$ cat src/verilog/cbr_consts.svh
// Constants for the base register file: offsets, field positions, vectors and reset values.
`ifndef CBR_CONSTS_SVH
`define CBR_CONSTS_SVH
`define CBR_OFF_GP0      12'h000
`define CBR_OFF_IP       12'h020
`define CBR_OFF_FLAGS    12'h024
`define CBR_OFF_CTRL     12'h028
`define CBR_OFF_STATUS   12'h02c
`define CBR_OFF_CMD      12'h030
`define CBR_OFF_IMAGE    12'h034
`define CBR_OFF_ADDR     12'h038
`define CBR_OFF_FAULT    12'h03c
`define CBR_BIT_ONE      1
`define CBR_BIT_IF       9
`define CBR_BIT_NT       14
`define CBR_BIT_RF       16
`define CBR_BIT_VM       17
`define CBR_BIT_AC       18
`define CBR_IO_PRIVILEGE_FIELD_LO      12
`define CBR_IO_PRIVILEGE_FIELD_HI      13
`define CBR_FLAGS_KEEP   32'h0007_7fd5
`define CBR_FLAGS_FORCE  32'h0000_0002
`define CBR_VEC_ALIGN    8'h11
`define CBR_VEC_GP       8'h0d
`define CBR_ERR_ALIGN    32'h0000_0000
`define CBR_CPL_USER     2'h3
`define CBR_CPL_SYS      2'h0
`define CBR_RESP_OKAY    2'h0
`define CBR_RESP_SLVERR  2'h2
`endif

$ cat src/verilog/cbr_pkg.sv
// Types shared by the base register file.
package cbr_pkg;
    typedef enum logic [3:0] {
        CBR_OP_NONE, CBR_OP_GP32, CBR_OP_GP16, CBR_OP_GP8L, CBR_OP_GP8H,
        CBR_OP_PUSH_FLAGS_INSTR, CBR_OP_INTSAVE, CBR_OP_POP_FLAGS_INSTR, CBR_OP_INTERRUPT_RETURN_INSTR, CBR_OP_TASKSW,
        CBR_OP_RETIRE, CBR_OP_MEMREF, CBR_OP_IOCHK, CBR_OP_SYSREG, CBR_OP_SETIP
    } cbr_op_t;
    typedef enum logic [1:0] {CBR_SZ_BYTE, CBR_SZ_WORD, CBR_SZ_DWORD, CBR_SZ_QWORD} cbr_size_t;
    typedef struct packed {
        logic [7:0] vector;
        logic       valid;
    } cbr_fault_t;
    typedef enum {CBR_RD_IDLE, CBR_RD_RESP} cbr_rd_state_t;
endpackage : cbr_pkg

$ cat src/verilog/cbr_regfile.sv
// Base register file: general registers, instruction pointer and flags word, AXI4-Lite reached.
//
// The AXI4-Lite slave port and the address map are this design's own decisions.
`timescale 1ns/1ps
`include "cbr_consts.svh"
module cbr_regfile (
    input  wire logic         core_clk_i,
    input  wire logic         rstn_i,
    input  wire logic         clk_en_i,
    input  wire logic [11:0]  s_axi_awaddr,
    input  wire logic         s_axi_awvalid,
    output logic              s_axi_awready,
    input  wire logic [31:0]  s_axi_wdata,
    input  wire logic [3:0]   s_axi_wstrb,
    input  wire logic         s_axi_wvalid,
    output logic              s_axi_wready,
    output logic [1:0]        s_axi_bresp,
    output logic              s_axi_bvalid,
    input  wire logic         s_axi_bready,
    input  wire logic [11:0]  s_axi_araddr,
    input  wire logic         s_axi_arvalid,
    output logic              s_axi_arready,
    output logic [31:0]       s_axi_rdata,
    output logic [1:0]        s_axi_rresp,
    output logic              s_axi_rvalid,
    input  wire logic         s_axi_rready,
    output logic              v86_active_o,
    output logic              debug_suppress_o,
    output logic              fault_valid_o,
    output logic [7:0]        fault_vector_o,
    output logic [31:0]       fault_error_o
);
    ////////////////////////////////////////////////////////////////////////////////
    // Register state.
    logic [31:0]        gp_r [8];
    logic [31:0]        next_instruction_offset_r;
    logic [31:0]        flags_r;
    logic [1:0]         cpl_r;
    logic               prot_mode_r;
    logic               sys_ref_r;
    cbr_pkg::cbr_size_t ref_size_r;
    logic [31:0]        image_r;
    logic [31:0]        addr_r;
    logic [31:0]        result_r;
    cbr_pkg::cbr_fault_t fault_r;
    logic [31:0]        fault_err_r;
    logic               io_ok_r;
    logic               sys_ok_r;

    // Write channel latches so address and data may arrive in either order.
    logic        aw_have_r;
    logic        w_have_r;
    logic [11:0] aw_addr_r;
    logic [31:0] w_data_r;
    logic [3:0]  w_strb_r;
    logic        bvalid_r;
    logic        bresp_err_r;
    cbr_pkg::cbr_rd_state_t rd_state_r;
    logic [31:0] rdata_r;
    logic        rresp_err_r;

    ////////////////////////////////////////////////////////////////////////////////
    // Helper functions.

    // Merge a word under byte strobes.
    function automatic logic [31:0] strb_merge(input logic [31:0] old_v,
                                               input logic [31:0] new_v,
                                               input logic [3:0]  strb);
        logic [31:0] r;
        r = old_v;
        for (int i = 0; i < 4; i++) begin
            if (strb[i]) begin
                r[i*8 +: 8] = new_v[i*8 +: 8];
            end
        end
        return r;
    endfunction : strb_merge

    // Force the undefined bits to their stored pattern.
    function automatic logic [31:0] flags_clean(input logic [31:0] v);
        return (v & `CBR_FLAGS_KEEP) | `CBR_FLAGS_FORCE;
    endfunction : flags_clean

    // Decide whether a reference of this size at this address is misaligned.
    function automatic logic misaligned(input logic [31:0] a, input cbr_pkg::cbr_size_t s);
        case (s)
            cbr_pkg::CBR_SZ_WORD:  return a[0];
            cbr_pkg::CBR_SZ_DWORD: return |a[1:0];
            cbr_pkg::CBR_SZ_QWORD: return |a[2:0];
            default:               return 1'b0;
        endcase
    endfunction : misaligned

    ////////////////////////////////////////////////////////////////////////////////
    // Bus handshakes and command decode.
    logic        wr_fire;
    logic [11:0] wr_addr;
    logic [31:0] wr_data;
    logic [3:0]  wr_strb;
    logic        wr_gp;
    logic        wr_cmd;
    logic        wr_hit;
    cbr_pkg::cbr_op_t op;
    logic [2:0]  op_reg;
    logic [1:0]  cpl_eff;
    logic        can_io_privilege_field;
    logic [31:0] pop_v;

    // A write fires once both halves are held and no response is pending.
    always_comb begin
        wr_fire = aw_have_r && w_have_r && !bvalid_r;
        wr_addr = aw_addr_r;
        wr_data = w_data_r;
        wr_strb = w_strb_r;
        wr_gp   = wr_fire && (wr_addr < `CBR_OFF_IP);
        wr_cmd  = wr_fire && (wr_addr == `CBR_OFF_CMD);
        wr_hit  = wr_gp || wr_addr == `CBR_OFF_IP || wr_addr == `CBR_OFF_FLAGS ||
                  wr_addr == `CBR_OFF_CTRL || wr_addr == `CBR_OFF_CMD ||
                  wr_addr == `CBR_OFF_IMAGE || wr_addr == `CBR_OFF_ADDR;
        op      = wr_cmd ? cbr_pkg::cbr_op_t'(wr_data[3:0]) : cbr_pkg::CBR_OP_NONE;
        op_reg  = wr_data[6:4];
        cpl_eff = sys_ref_r ? `CBR_CPL_SYS : cpl_r;
        can_io_privilege_field = (cpl_r <= flags_r[`CBR_IO_PRIVILEGE_FIELD_HI:`CBR_IO_PRIVILEGE_FIELD_LO]);
        pop_v    = flags_clean(image_r);
    end

    always_ff @(posedge core_clk_i or negedge rstn_i) begin
        if (!rstn_i) begin
            aw_have_r <= 1'b0;
            aw_addr_r <= 12'h000;
        end else if (clk_en_i) begin
            if (s_axi_awvalid && s_axi_awready) begin
                aw_have_r <= 1'b1;
                aw_addr_r <= s_axi_awaddr;
            end else if (wr_fire) begin
                aw_have_r <= 1'b0;
            end
        end
    end

    always_ff @(posedge core_clk_i or negedge rstn_i) begin
        if (!rstn_i) begin
            w_have_r <= 1'b0;
            w_data_r <= 32'h0000_0000;
            w_strb_r <= 4'h0;
        end else if (clk_en_i) begin
            if (s_axi_wvalid && s_axi_wready) begin
                w_have_r <= 1'b1;
                w_data_r <= s_axi_wdata;
                w_strb_r <= s_axi_wstrb;
            end else if (wr_fire) begin
                w_have_r <= 1'b0;
            end
        end
    end

    // Ready stays high while the slot is empty.
    always_ff @(posedge core_clk_i or negedge rstn_i) begin
        if (!rstn_i) begin
            s_axi_awready <= 1'b0;
            s_axi_wready  <= 1'b0;
        end else if (clk_en_i) begin
            s_axi_awready <= !(aw_have_r || (s_axi_awvalid && s_axi_awready)) || wr_fire;
            s_axi_wready  <= !(w_have_r || (s_axi_wvalid && s_axi_wready)) || wr_fire;
        end
    end

    always_ff @(posedge core_clk_i or negedge rstn_i) begin
        if (!rstn_i) begin
            bvalid_r    <= 1'b0;
            bresp_err_r <= 1'b0;
        end else if (clk_en_i) begin
            if (wr_fire) begin
                bvalid_r    <= 1'b1;
                bresp_err_r <= !wr_hit;
            end else if (s_axi_bready) begin
                bvalid_r <= 1'b0;
            end
        end
    end
    assign s_axi_bvalid = bvalid_r;
    assign s_axi_bresp  = bresp_err_r ? `CBR_RESP_SLVERR : `CBR_RESP_OKAY;

    ////////////////////////////////////////////////////////////////////////////////
    // General registers with 32 and 16 views, and byte views on the first four only.
    always_ff @(posedge core_clk_i or negedge rstn_i) begin
        if (!rstn_i) begin
            for (int i = 0; i < 8; i++) begin
                gp_r[i] <= 32'h0000_0000;
            end
        end else if (clk_en_i) begin
            if (wr_gp) begin
                gp_r[wr_addr[4:2]] <= strb_merge(gp_r[wr_addr[4:2]], wr_data, wr_strb);
            end else if (op == cbr_pkg::CBR_OP_GP32) begin
                gp_r[op_reg] <= result_r;
            end else if (op == cbr_pkg::CBR_OP_GP16) begin
                gp_r[op_reg][15:0] <= result_r[15:0];
            end else if (op == cbr_pkg::CBR_OP_GP8L && !op_reg[2]) begin
                gp_r[op_reg][7:0] <= result_r[7:0];
            end else if (op == cbr_pkg::CBR_OP_GP8H && !op_reg[2]) begin
                gp_r[op_reg][15:8] <= result_r[7:0];
            end else if (op == cbr_pkg::CBR_OP_TASKSW) begin
                gp_r[op_reg] <= result_r;
            end
        end
    end

    // Instruction pointer; a task switch also loads it from the incoming context.
    always_ff @(posedge core_clk_i or negedge rstn_i) begin
        if (!rstn_i) begin
            next_instruction_offset_r <= 32'h0000_0000;
        end else if (clk_en_i) begin
            if (wr_fire && wr_addr == `CBR_OFF_IP) begin
                next_instruction_offset_r <= strb_merge(next_instruction_offset_r, wr_data,
                                                        wr_strb);
            end else if (op == cbr_pkg::CBR_OP_SETIP || op == cbr_pkg::CBR_OP_TASKSW) begin
                next_instruction_offset_r <= addr_r;
            end
        end
    end

    ////////////////////////////////////////////////////////////////////////////////
    // Flags word updates.
    always_ff @(posedge core_clk_i or negedge rstn_i) begin
        if (!rstn_i) begin
            flags_r <= `CBR_FLAGS_FORCE;
        end else if (clk_en_i) begin
            case (op)
                cbr_pkg::CBR_OP_POP_FLAGS_INSTR, cbr_pkg::CBR_OP_INTERRUPT_RETURN_INSTR: begin
                    flags_r <= pop_v;
                    flags_r[`CBR_BIT_RF] <= pop_v[`CBR_BIT_RF];
                    flags_r[`CBR_BIT_NT] <= pop_v[`CBR_BIT_NT];
                    if (!can_io_privilege_field) begin
                        flags_r[`CBR_BIT_IF] <= flags_r[`CBR_BIT_IF];
                    end
                    if (cpl_r != `CBR_CPL_SYS) begin
                        flags_r[`CBR_IO_PRIVILEGE_FIELD_HI:`CBR_IO_PRIVILEGE_FIELD_LO] <=
                            flags_r[`CBR_IO_PRIVILEGE_FIELD_HI:`CBR_IO_PRIVILEGE_FIELD_LO];
                    end
                    if (op == cbr_pkg::CBR_OP_POP_FLAGS_INSTR || cpl_r != `CBR_CPL_SYS || !prot_mode_r) begin
                        flags_r[`CBR_BIT_VM] <= flags_r[`CBR_BIT_VM];
                    end
                end
                cbr_pkg::CBR_OP_TASKSW: begin
                    flags_r <= pop_v;
                    if (!prot_mode_r) begin
                        flags_r[`CBR_BIT_VM] <= 1'b0;
                    end
                end
                cbr_pkg::CBR_OP_RETIRE: begin
                    flags_r[`CBR_BIT_RF] <= 1'b0;
                end
                default: begin
                    if (wr_fire && wr_addr == `CBR_OFF_FLAGS && cpl_r == `CBR_CPL_SYS) begin
                        flags_r <= flags_clean(strb_merge(flags_r, wr_data, wr_strb));
                    end
                end
            endcase
        end
    end

    // Mode and privilege control written by the execution logic.
    always_ff @(posedge core_clk_i or negedge rstn_i) begin
        if (!rstn_i) begin
            cpl_r       <= `CBR_CPL_SYS;
            prot_mode_r <= 1'b0;
            sys_ref_r   <= 1'b0;
            ref_size_r  <= cbr_pkg::CBR_SZ_BYTE;
            image_r     <= 32'h0000_0000;
            addr_r      <= 32'h0000_0000;
        end else if (clk_en_i && wr_fire) begin
            if (wr_addr == `CBR_OFF_CTRL) begin
                cpl_r       <= wr_data[1:0];
                prot_mode_r <= wr_data[2];
                sys_ref_r   <= wr_data[3];
                ref_size_r  <= cbr_pkg::cbr_size_t'(wr_data[5:4]);
            end
            if (wr_addr == `CBR_OFF_IMAGE) begin
                image_r <= wr_data;
            end
            if (wr_addr == `CBR_OFF_ADDR) begin
                addr_r <= wr_data;
            end
        end
    end

    ////////////////////////////////////////////////////////////////////////////////
    // Stored flag images, fault detection and privilege checks.
    always_ff @(posedge core_clk_i or negedge rstn_i) begin
        if (!rstn_i) begin
            result_r <= 32'h0000_0000;
        end else if (clk_en_i) begin
            if (op == cbr_pkg::CBR_OP_PUSH_FLAGS_INSTR) begin
                result_r <= flags_clean(flags_r) & ~(32'h1 << `CBR_BIT_VM);
            end else if (op == cbr_pkg::CBR_OP_INTSAVE) begin
                result_r <= flags_clean(flags_r);
            end else if (wr_fire && wr_addr == `CBR_OFF_IMAGE) begin
                result_r <= wr_data;
            end
        end
    end

    always_ff @(posedge core_clk_i or negedge rstn_i) begin
        if (!rstn_i) begin
            fault_r     <= '0;
            fault_err_r <= 32'h0000_0000;
            io_ok_r     <= 1'b0;
            sys_ok_r    <= 1'b0;
        end else if (clk_en_i) begin
            if (op == cbr_pkg::CBR_OP_MEMREF) begin
                // Only the instruction's effective address is checked.
                fault_r.valid  <= flags_r[`CBR_BIT_AC] && cpl_eff == `CBR_CPL_USER &&
                                  misaligned(addr_r, ref_size_r);
                fault_r.vector <= `CBR_VEC_ALIGN;
                fault_err_r    <= `CBR_ERR_ALIGN;
            end else if (op == cbr_pkg::CBR_OP_IOCHK) begin
                io_ok_r        <= !prot_mode_r || can_io_privilege_field;
                fault_r.valid  <= prot_mode_r && !can_io_privilege_field && flags_r[`CBR_BIT_VM];
                fault_r.vector <= `CBR_VEC_GP;
                fault_err_r    <= `CBR_ERR_ALIGN;
            end else if (op == cbr_pkg::CBR_OP_SYSREG) begin
                sys_ok_r       <= cpl_r == `CBR_CPL_SYS && !v86_active_o;
                fault_r.valid  <= cpl_r != `CBR_CPL_SYS || v86_active_o;
                fault_r.vector <= `CBR_VEC_GP;
                fault_err_r    <= `CBR_ERR_ALIGN;
            end
        end
    end

    // Mode outputs held in flip-flops.
    always_ff @(posedge core_clk_i or negedge rstn_i) begin
        if (!rstn_i) begin
            v86_active_o     <= 1'b0;
            debug_suppress_o <= 1'b0;
        end else if (clk_en_i) begin
            v86_active_o     <= prot_mode_r && flags_r[`CBR_BIT_VM];
            debug_suppress_o <= flags_r[`CBR_BIT_RF];
        end
    end
    assign fault_valid_o  = fault_r.valid;
    assign fault_vector_o = fault_r.vector;
    assign fault_error_o  = fault_err_r;

    ////////////////////////////////////////////////////////////////////////////////
    // Read channel: one-cycle registered answer.
    always_ff @(posedge core_clk_i or negedge rstn_i) begin
        if (!rstn_i) begin
            rd_state_r  <= cbr_pkg::CBR_RD_IDLE;
            rdata_r     <= 32'h0000_0000;
            rresp_err_r <= 1'b0;
        end else if (clk_en_i) begin
            case (rd_state_r)
                cbr_pkg::CBR_RD_IDLE: begin
                    if (s_axi_arvalid && s_axi_arready) begin
                        rd_state_r  <= cbr_pkg::CBR_RD_RESP;
                        rresp_err_r <= 1'b0;
                        if (s_axi_araddr < `CBR_OFF_IP) begin
                            rdata_r <= gp_r[s_axi_araddr[4:2]];
                        end else begin
                            case (s_axi_araddr)
                                `CBR_OFF_IP:     rdata_r <= next_instruction_offset_r;
                                `CBR_OFF_FLAGS:  rdata_r <= flags_r;
                                `CBR_OFF_CTRL:   rdata_r <= {26'h0, ref_size_r, sys_ref_r,
                                                             prot_mode_r, cpl_r};
                                `CBR_OFF_STATUS: rdata_r <= {28'h0, sys_ok_r, io_ok_r,
                                                             debug_suppress_o, v86_active_o};
                                `CBR_OFF_CMD:    rdata_r <= result_r;
                                `CBR_OFF_IMAGE:  rdata_r <= image_r;
                                `CBR_OFF_ADDR:   rdata_r <= addr_r;
                                `CBR_OFF_FAULT:  rdata_r <= {23'h0, fault_r.valid, fault_r.vector};
                                default: begin
                                    rdata_r     <= 32'h0000_0000;
                                    rresp_err_r <= 1'b1;
                                end
                            endcase
                        end
                    end
                end
                cbr_pkg::CBR_RD_RESP: begin
                    if (s_axi_rready) begin
                        rd_state_r <= cbr_pkg::CBR_RD_IDLE;
                    end
                end
                default: rd_state_r <= cbr_pkg::CBR_RD_IDLE;
            endcase
        end
    end

    // Address ready registered; it is high only while idle.
    always_ff @(posedge core_clk_i or negedge rstn_i) begin
        if (!rstn_i) begin
            s_axi_arready <= 1'b0;
            s_axi_rvalid  <= 1'b0;
        end else if (clk_en_i) begin
            s_axi_arready <= (rd_state_r == cbr_pkg::CBR_RD_IDLE) && !s_axi_arvalid
                             || (rd_state_r == cbr_pkg::CBR_RD_RESP && s_axi_rready);
            s_axi_rvalid  <= (rd_state_r == cbr_pkg::CBR_RD_IDLE && s_axi_arvalid &&
                              s_axi_arready) || (s_axi_rvalid && !s_axi_rready);
        end
    end
    assign s_axi_rdata = rdata_r;
    assign s_axi_rresp = rresp_err_r ? `CBR_RESP_SLVERR : `CBR_RESP_OKAY;
endmodule : cbr_regfile

$ cat config.mk
export PLATFORM = sky130hd
export DESIGN_NAME = cbr_regfile
export DESIGN_NICKNAME = d
export VERILOG_FILES = /design/src/verilog/cbr_pkg.sv /design/src/verilog/cbr_regfile.sv
export VERILOG_INCLUDE_DIRS = /design/src /design/src/verilog
export SDC_FILE = /design/constraint.sdc
export NUM_CORES = 2
export LEC_CHECK = 0
export BUFFER_PORTS_ARGS = -buffer_cell sky130_fd_sc_hd__buf_2
export CAP_MARGIN = 40
export CORE_ASPECT_RATIO = 0.75
export CORE_UTILIZATION = 60
export CTS_CLUSTER_SIZE = 40
export DETAILED_ROUTE_END_ITERATION = 10
export PLACE_DENSITY = 0.89
export SLEW_MARGIN = 20
export SYNTH_ARGS = -nofsm -noshare
export SYNTH_HDL_FRONTEND = slang
export SYNTH_SLANG_ARGS = --single-unit
$ cat constraint.sdc
create_clock -name core_clk_i -period 2.85 [get_ports core_clk_i]
set_clock_uncertainty 0.05 [all_clocks]
set_input_delay 0.285 -clock core_clk_i [delete_from_list [all_inputs] [get_ports core_clk_i]]
set_output_delay 0.285 -clock core_clk_i [all_outputs]
set_load 0.02 [all_outputs]
==> metrics.md <==
| Metric | Value |
|---|---|
| Outcome | `complete, but fails checks` |
| Failing checks | `DRC` |
| HP Class | `input pin to flop` |
| Post-DP HPWL | `~75000 um` |
| Worst ir drop on vdd | `around 530 uV` |
| Final setup fails | `0` |
| R2R Path Start | `w_data_r[0]$_DFFE_PN0P_` |
| Setup crit start kind | `flop` |
| Min Clock Period, post-route | `about 2.8 ns` |
| CORE AREA | `50100 um2` |
| Post-synthesis compound-gate area fraction | `0.226` |
| Gr usage total | `0.446` |
| Skew-Pair Late Insertion Delay | `roughly 0.66 ns` |
| Slowest library cell on the worst path | `dfrtp_1` |
| Slew @ Worst Pin | `~0.85 ns` |
| Yosys warns | `0` |
| Initial DRC Count | `~5500` |
| Post-Synth Adder-Cell Area | `0.000822` |
| Slew Viols, Final | `0` |
| Async SR Flop Fraction | `1.00` |
| Area growth, synth to finish | `14.0%` |
| Crit. End Element | `flop` |
| Largest net degree at the start of global routing | `between 90 and 100` |
| WL final | `about 120000 um` |
| Ys flop type | `dfrtp_1` |
| Number of synthesized flops with an enable pin | `0` |
| Initial antenna violation count | `7` |
| Critical Path AT | `between 3 and 4 ns` |
| Most frequent cells in the layout | `dfrtp_1, nand2_1, buf_4, mux2_2, a221oi_1` |
| Maxcap violations | `0` |
| Worst-case hold path end point | `rresp_err_r$_DFFE_PN0P_` |
| Synth unique cells | `84` |
| Port bufs | `approximately 110` |
| R2R Setup Slk | `0.03 ns` |
| WL per Instance | `~32 um` |
| Nets@finish | `about 3000` |
| DRT Pass-1 Iters | `11` |
| Final Hold Viols | `0` |
| Cell Rows | `approximately 70` |
| H-Tree Depth | `2` |
| Commonest non-fill, non-tap cell in the layout | `dfrtp_1` |
| Die width | `~260 um` |
| Final cycle utilization of the critical path | `0.990` |
| Yosys reg bits | `between 500 and 600` |
| Hold Path Depth | `4` |
| Worst-path maximum fanout | `8` |
| Critical-path cell list | `nor2_1, a211oi_2, o211ai_4, a21bo_2, a211oi_4, mux2_2` |
| Mapped Cells | `around 2800` |
| # fillers | `approximately 3300` |
| Post-synthesis sequential area ratio | `0.413` |
| Cell Count Post-Placement | `between 3000 and 4000` |
| Post-synthesis mux area share | `0.195` |
| Top-Level Pins | `152` |
| HP Start | `s_axi_araddr[7]` |
| Max transition margin | `0.418` |
| Fmax | `0.355 GHz` |
| Setup TNS | `0 ns` |
| Starting Density | `0.608` |
| Clock sinks | `between 500 and 600` |
| Post-Synth Simple-Gate Area | `0.109` |
| Synth area leader | `dfrtp_1` |
| Clock transition at the registers of the reported paths | `roughly 0.06 ns` |
| First-pass GRT wire length | `roughly 170000 um` |
| Layout cells sized above 1 | `0.277` |
| P_leak | `between 0.01 and 0.015 uW` |
| Grt total ovfl | `0` |
| Synth Area per Inst | `around 11 um2` |
| Pwr Density | `roughly 700 nW/um2` |
| Antenna viol nets, final | `0` |
| Largest cells by area after synthesis | `dfrtp_1, mux4_2, mux2_2, a221oi_1, mux2i_1` |
| Worst reg2reg path depth | `6` |
| Vias per inst | `slightly below 8` |
| Critical Path RT | `approximately 3.3 ns` |
| Clock Path Buffers | `3` |
| CP Class | `flop to flop` |
| Residual DRC | `3` |
| Worst flop-to-flop path endpoint | `gp_r[234]$_DFFE_PN0P_` |
| Unrepaired setup endpoints after global routing | `false` |
| CP peak stage delay | `between 0.5 and 0.6 ns` |
| Worst path top cell family by delay | `compound AO/OA/AOI/OAI gates` |
| Final Non-Filler Cells | `around 3600` |
| Synth Area in XOR/XNOR | `0` |
| CTS tree | `done` |
| Die height | `197 um` |
| CP Buf/Inv Count | `0` |
| Root Buffer Master | `clkbuf_16` |
| Die area | `approximately 52000 um2` |
| Vias in the first global route | `between 20000 and 30000` |
| Routed vias | `~28000` |
| RePlAce Congestion | `between 1 and 1.5` |
| Post-Syn Area | `just over 30000 um2` |
| Synth top area share | `0.413` |
| Largest family of logic cells by synthesized area | `compound AO/OA/AOI/OAI gates` |
| TritonCTS Buffers | `50` |
-- cell type report --
cell class	count	area [um2]	area share
Tap cell	657	822	0.0237
Multi-Input combinational cell	1970	16400	0.473
Clock buffer	72	1420	0.0410
Inverter	16	60.1	0.00173
Timing Repair Buffer	394	3160	0.0912
Antenna cell	1	2.50	0.0000721
Clock inverter	12	224	0.00645
Sequential cell	503	12600	0.363
-- registers in the layout (all words and copies together), names as in the netlist, 15 cells and up --
name and flops:
s_axi_rdata 32, result_r 32, gp_r 256, w_data_r 32, image_r 32, addr_r 32
next_instruction_offset_r 32, flags_r 15
-- cell families after synthesis --
kind of cell	after synthesis
other	1
AND/OR/NAND/NOR	635
buffers and inverters	329
flip-flops	503
multiplexers	426
AO/OA/AOI/OAI	869
adder cells (fa/ha/maj)	2
-- routing by layer --
layer	track usage	vias to the layer above	routed length, um
li1	-	11000	-
met4	0.220	12	6820
met3	0.231	701	21900
met5	0.00287	-	69
met1	0.572	13800	39400
met2	0.614	2850	47200
-- cell usage after synthesis (70+ instances only) --
cell type and instances:
a21oi_1 70, a221oi_1 170, a22oi_1 74, and3_1 117
buf_2 72, clkbuf_1 142, dfrtp_1 503, mux2_2 170
mux2i_1 139, mux4_2 116, nand2_1 220, nor2_1 118
o21ai_0 157, o2bb2ai_1 131
-- stage by stage --
| stage | setup slack [ns] | area (um2) | utilization | hold WS, ns | total power, uW |
|---|---|---|---|---|---|
| after global placement | 0.191 | 32300 | 0.645 | 0.248 | 16500 |
| final | 0.0297 | 34700 | 0.693 | 0.122 | 24400 |
| after global routing | 0.0247 | 34700 | 0.693 | 0.152 | 24800 |
| after detailed placement | 0.163 | 32400 | 0.647 | 0.253 | 16800 |
| after CTS | 0.0950 | 34600 | 0.691 | 0.108 | 23600 |
| after floorplan | 0.312 | 30600 | - | -0.0606 | 13200 |
-- how the worst max path moves through the flow --
stage | slack (ns) | endpoint | cells after the start | from
finish | 0.03 | gp_r[234]$_DFFE_PN0P_ | 6 | w_data_r[0]$_DFFE_PN0P_
floorplan | 0.31 | gp_r[232]$_DFFE_PN0P_ | 8 | s_axi_bvalid$_DFFE_PN0P_
global placement | 0.19 | result_r[17]$_DFFE_PN0P_ | 6 | aw_addr_r[5]$_DFFE_PN0P_
detailed placement | 0.16 | gp_r[201]$_DFFE_PN0P_ | 8 | aw_addr_r[5]$_DFFE_PN0P_
global route | 0.02 | gp_r[234]$_DFFE_PN0P_ | 6 | w_data_r[0]$_DFFE_PN0P_
CTS | 0.09 | gp_r[200]$_DFFE_PN0P_ | 6 | w_data_r[0]$_DFFE_PN0P_
-- where the power goes --
group          internal [uW]  total, uW  switching [uW]
registers               7740       8790            1060
clock network           3840       6880            3050
logic                   2700       8710            6020
-- worst register-to-register path: cells and delay by family, from the launching register on --
kind / cells / cell delay (ns)
flops: 1 / 0.56
simple gates: 1 / 0.22
compound gates: 4 / 1.45
mux: 1 / 0.41
-- timing repair --
item | in CTS | in global routing
endpoints found under the hold margin | 118 | 0
setup endpoints to repair | 0 | 21
hold buffers | 56 | 0
resized for setup | 0 | 2
buffers inserted | 0 | 1
No activity file was read; power rests on OpenSTA's default activity.
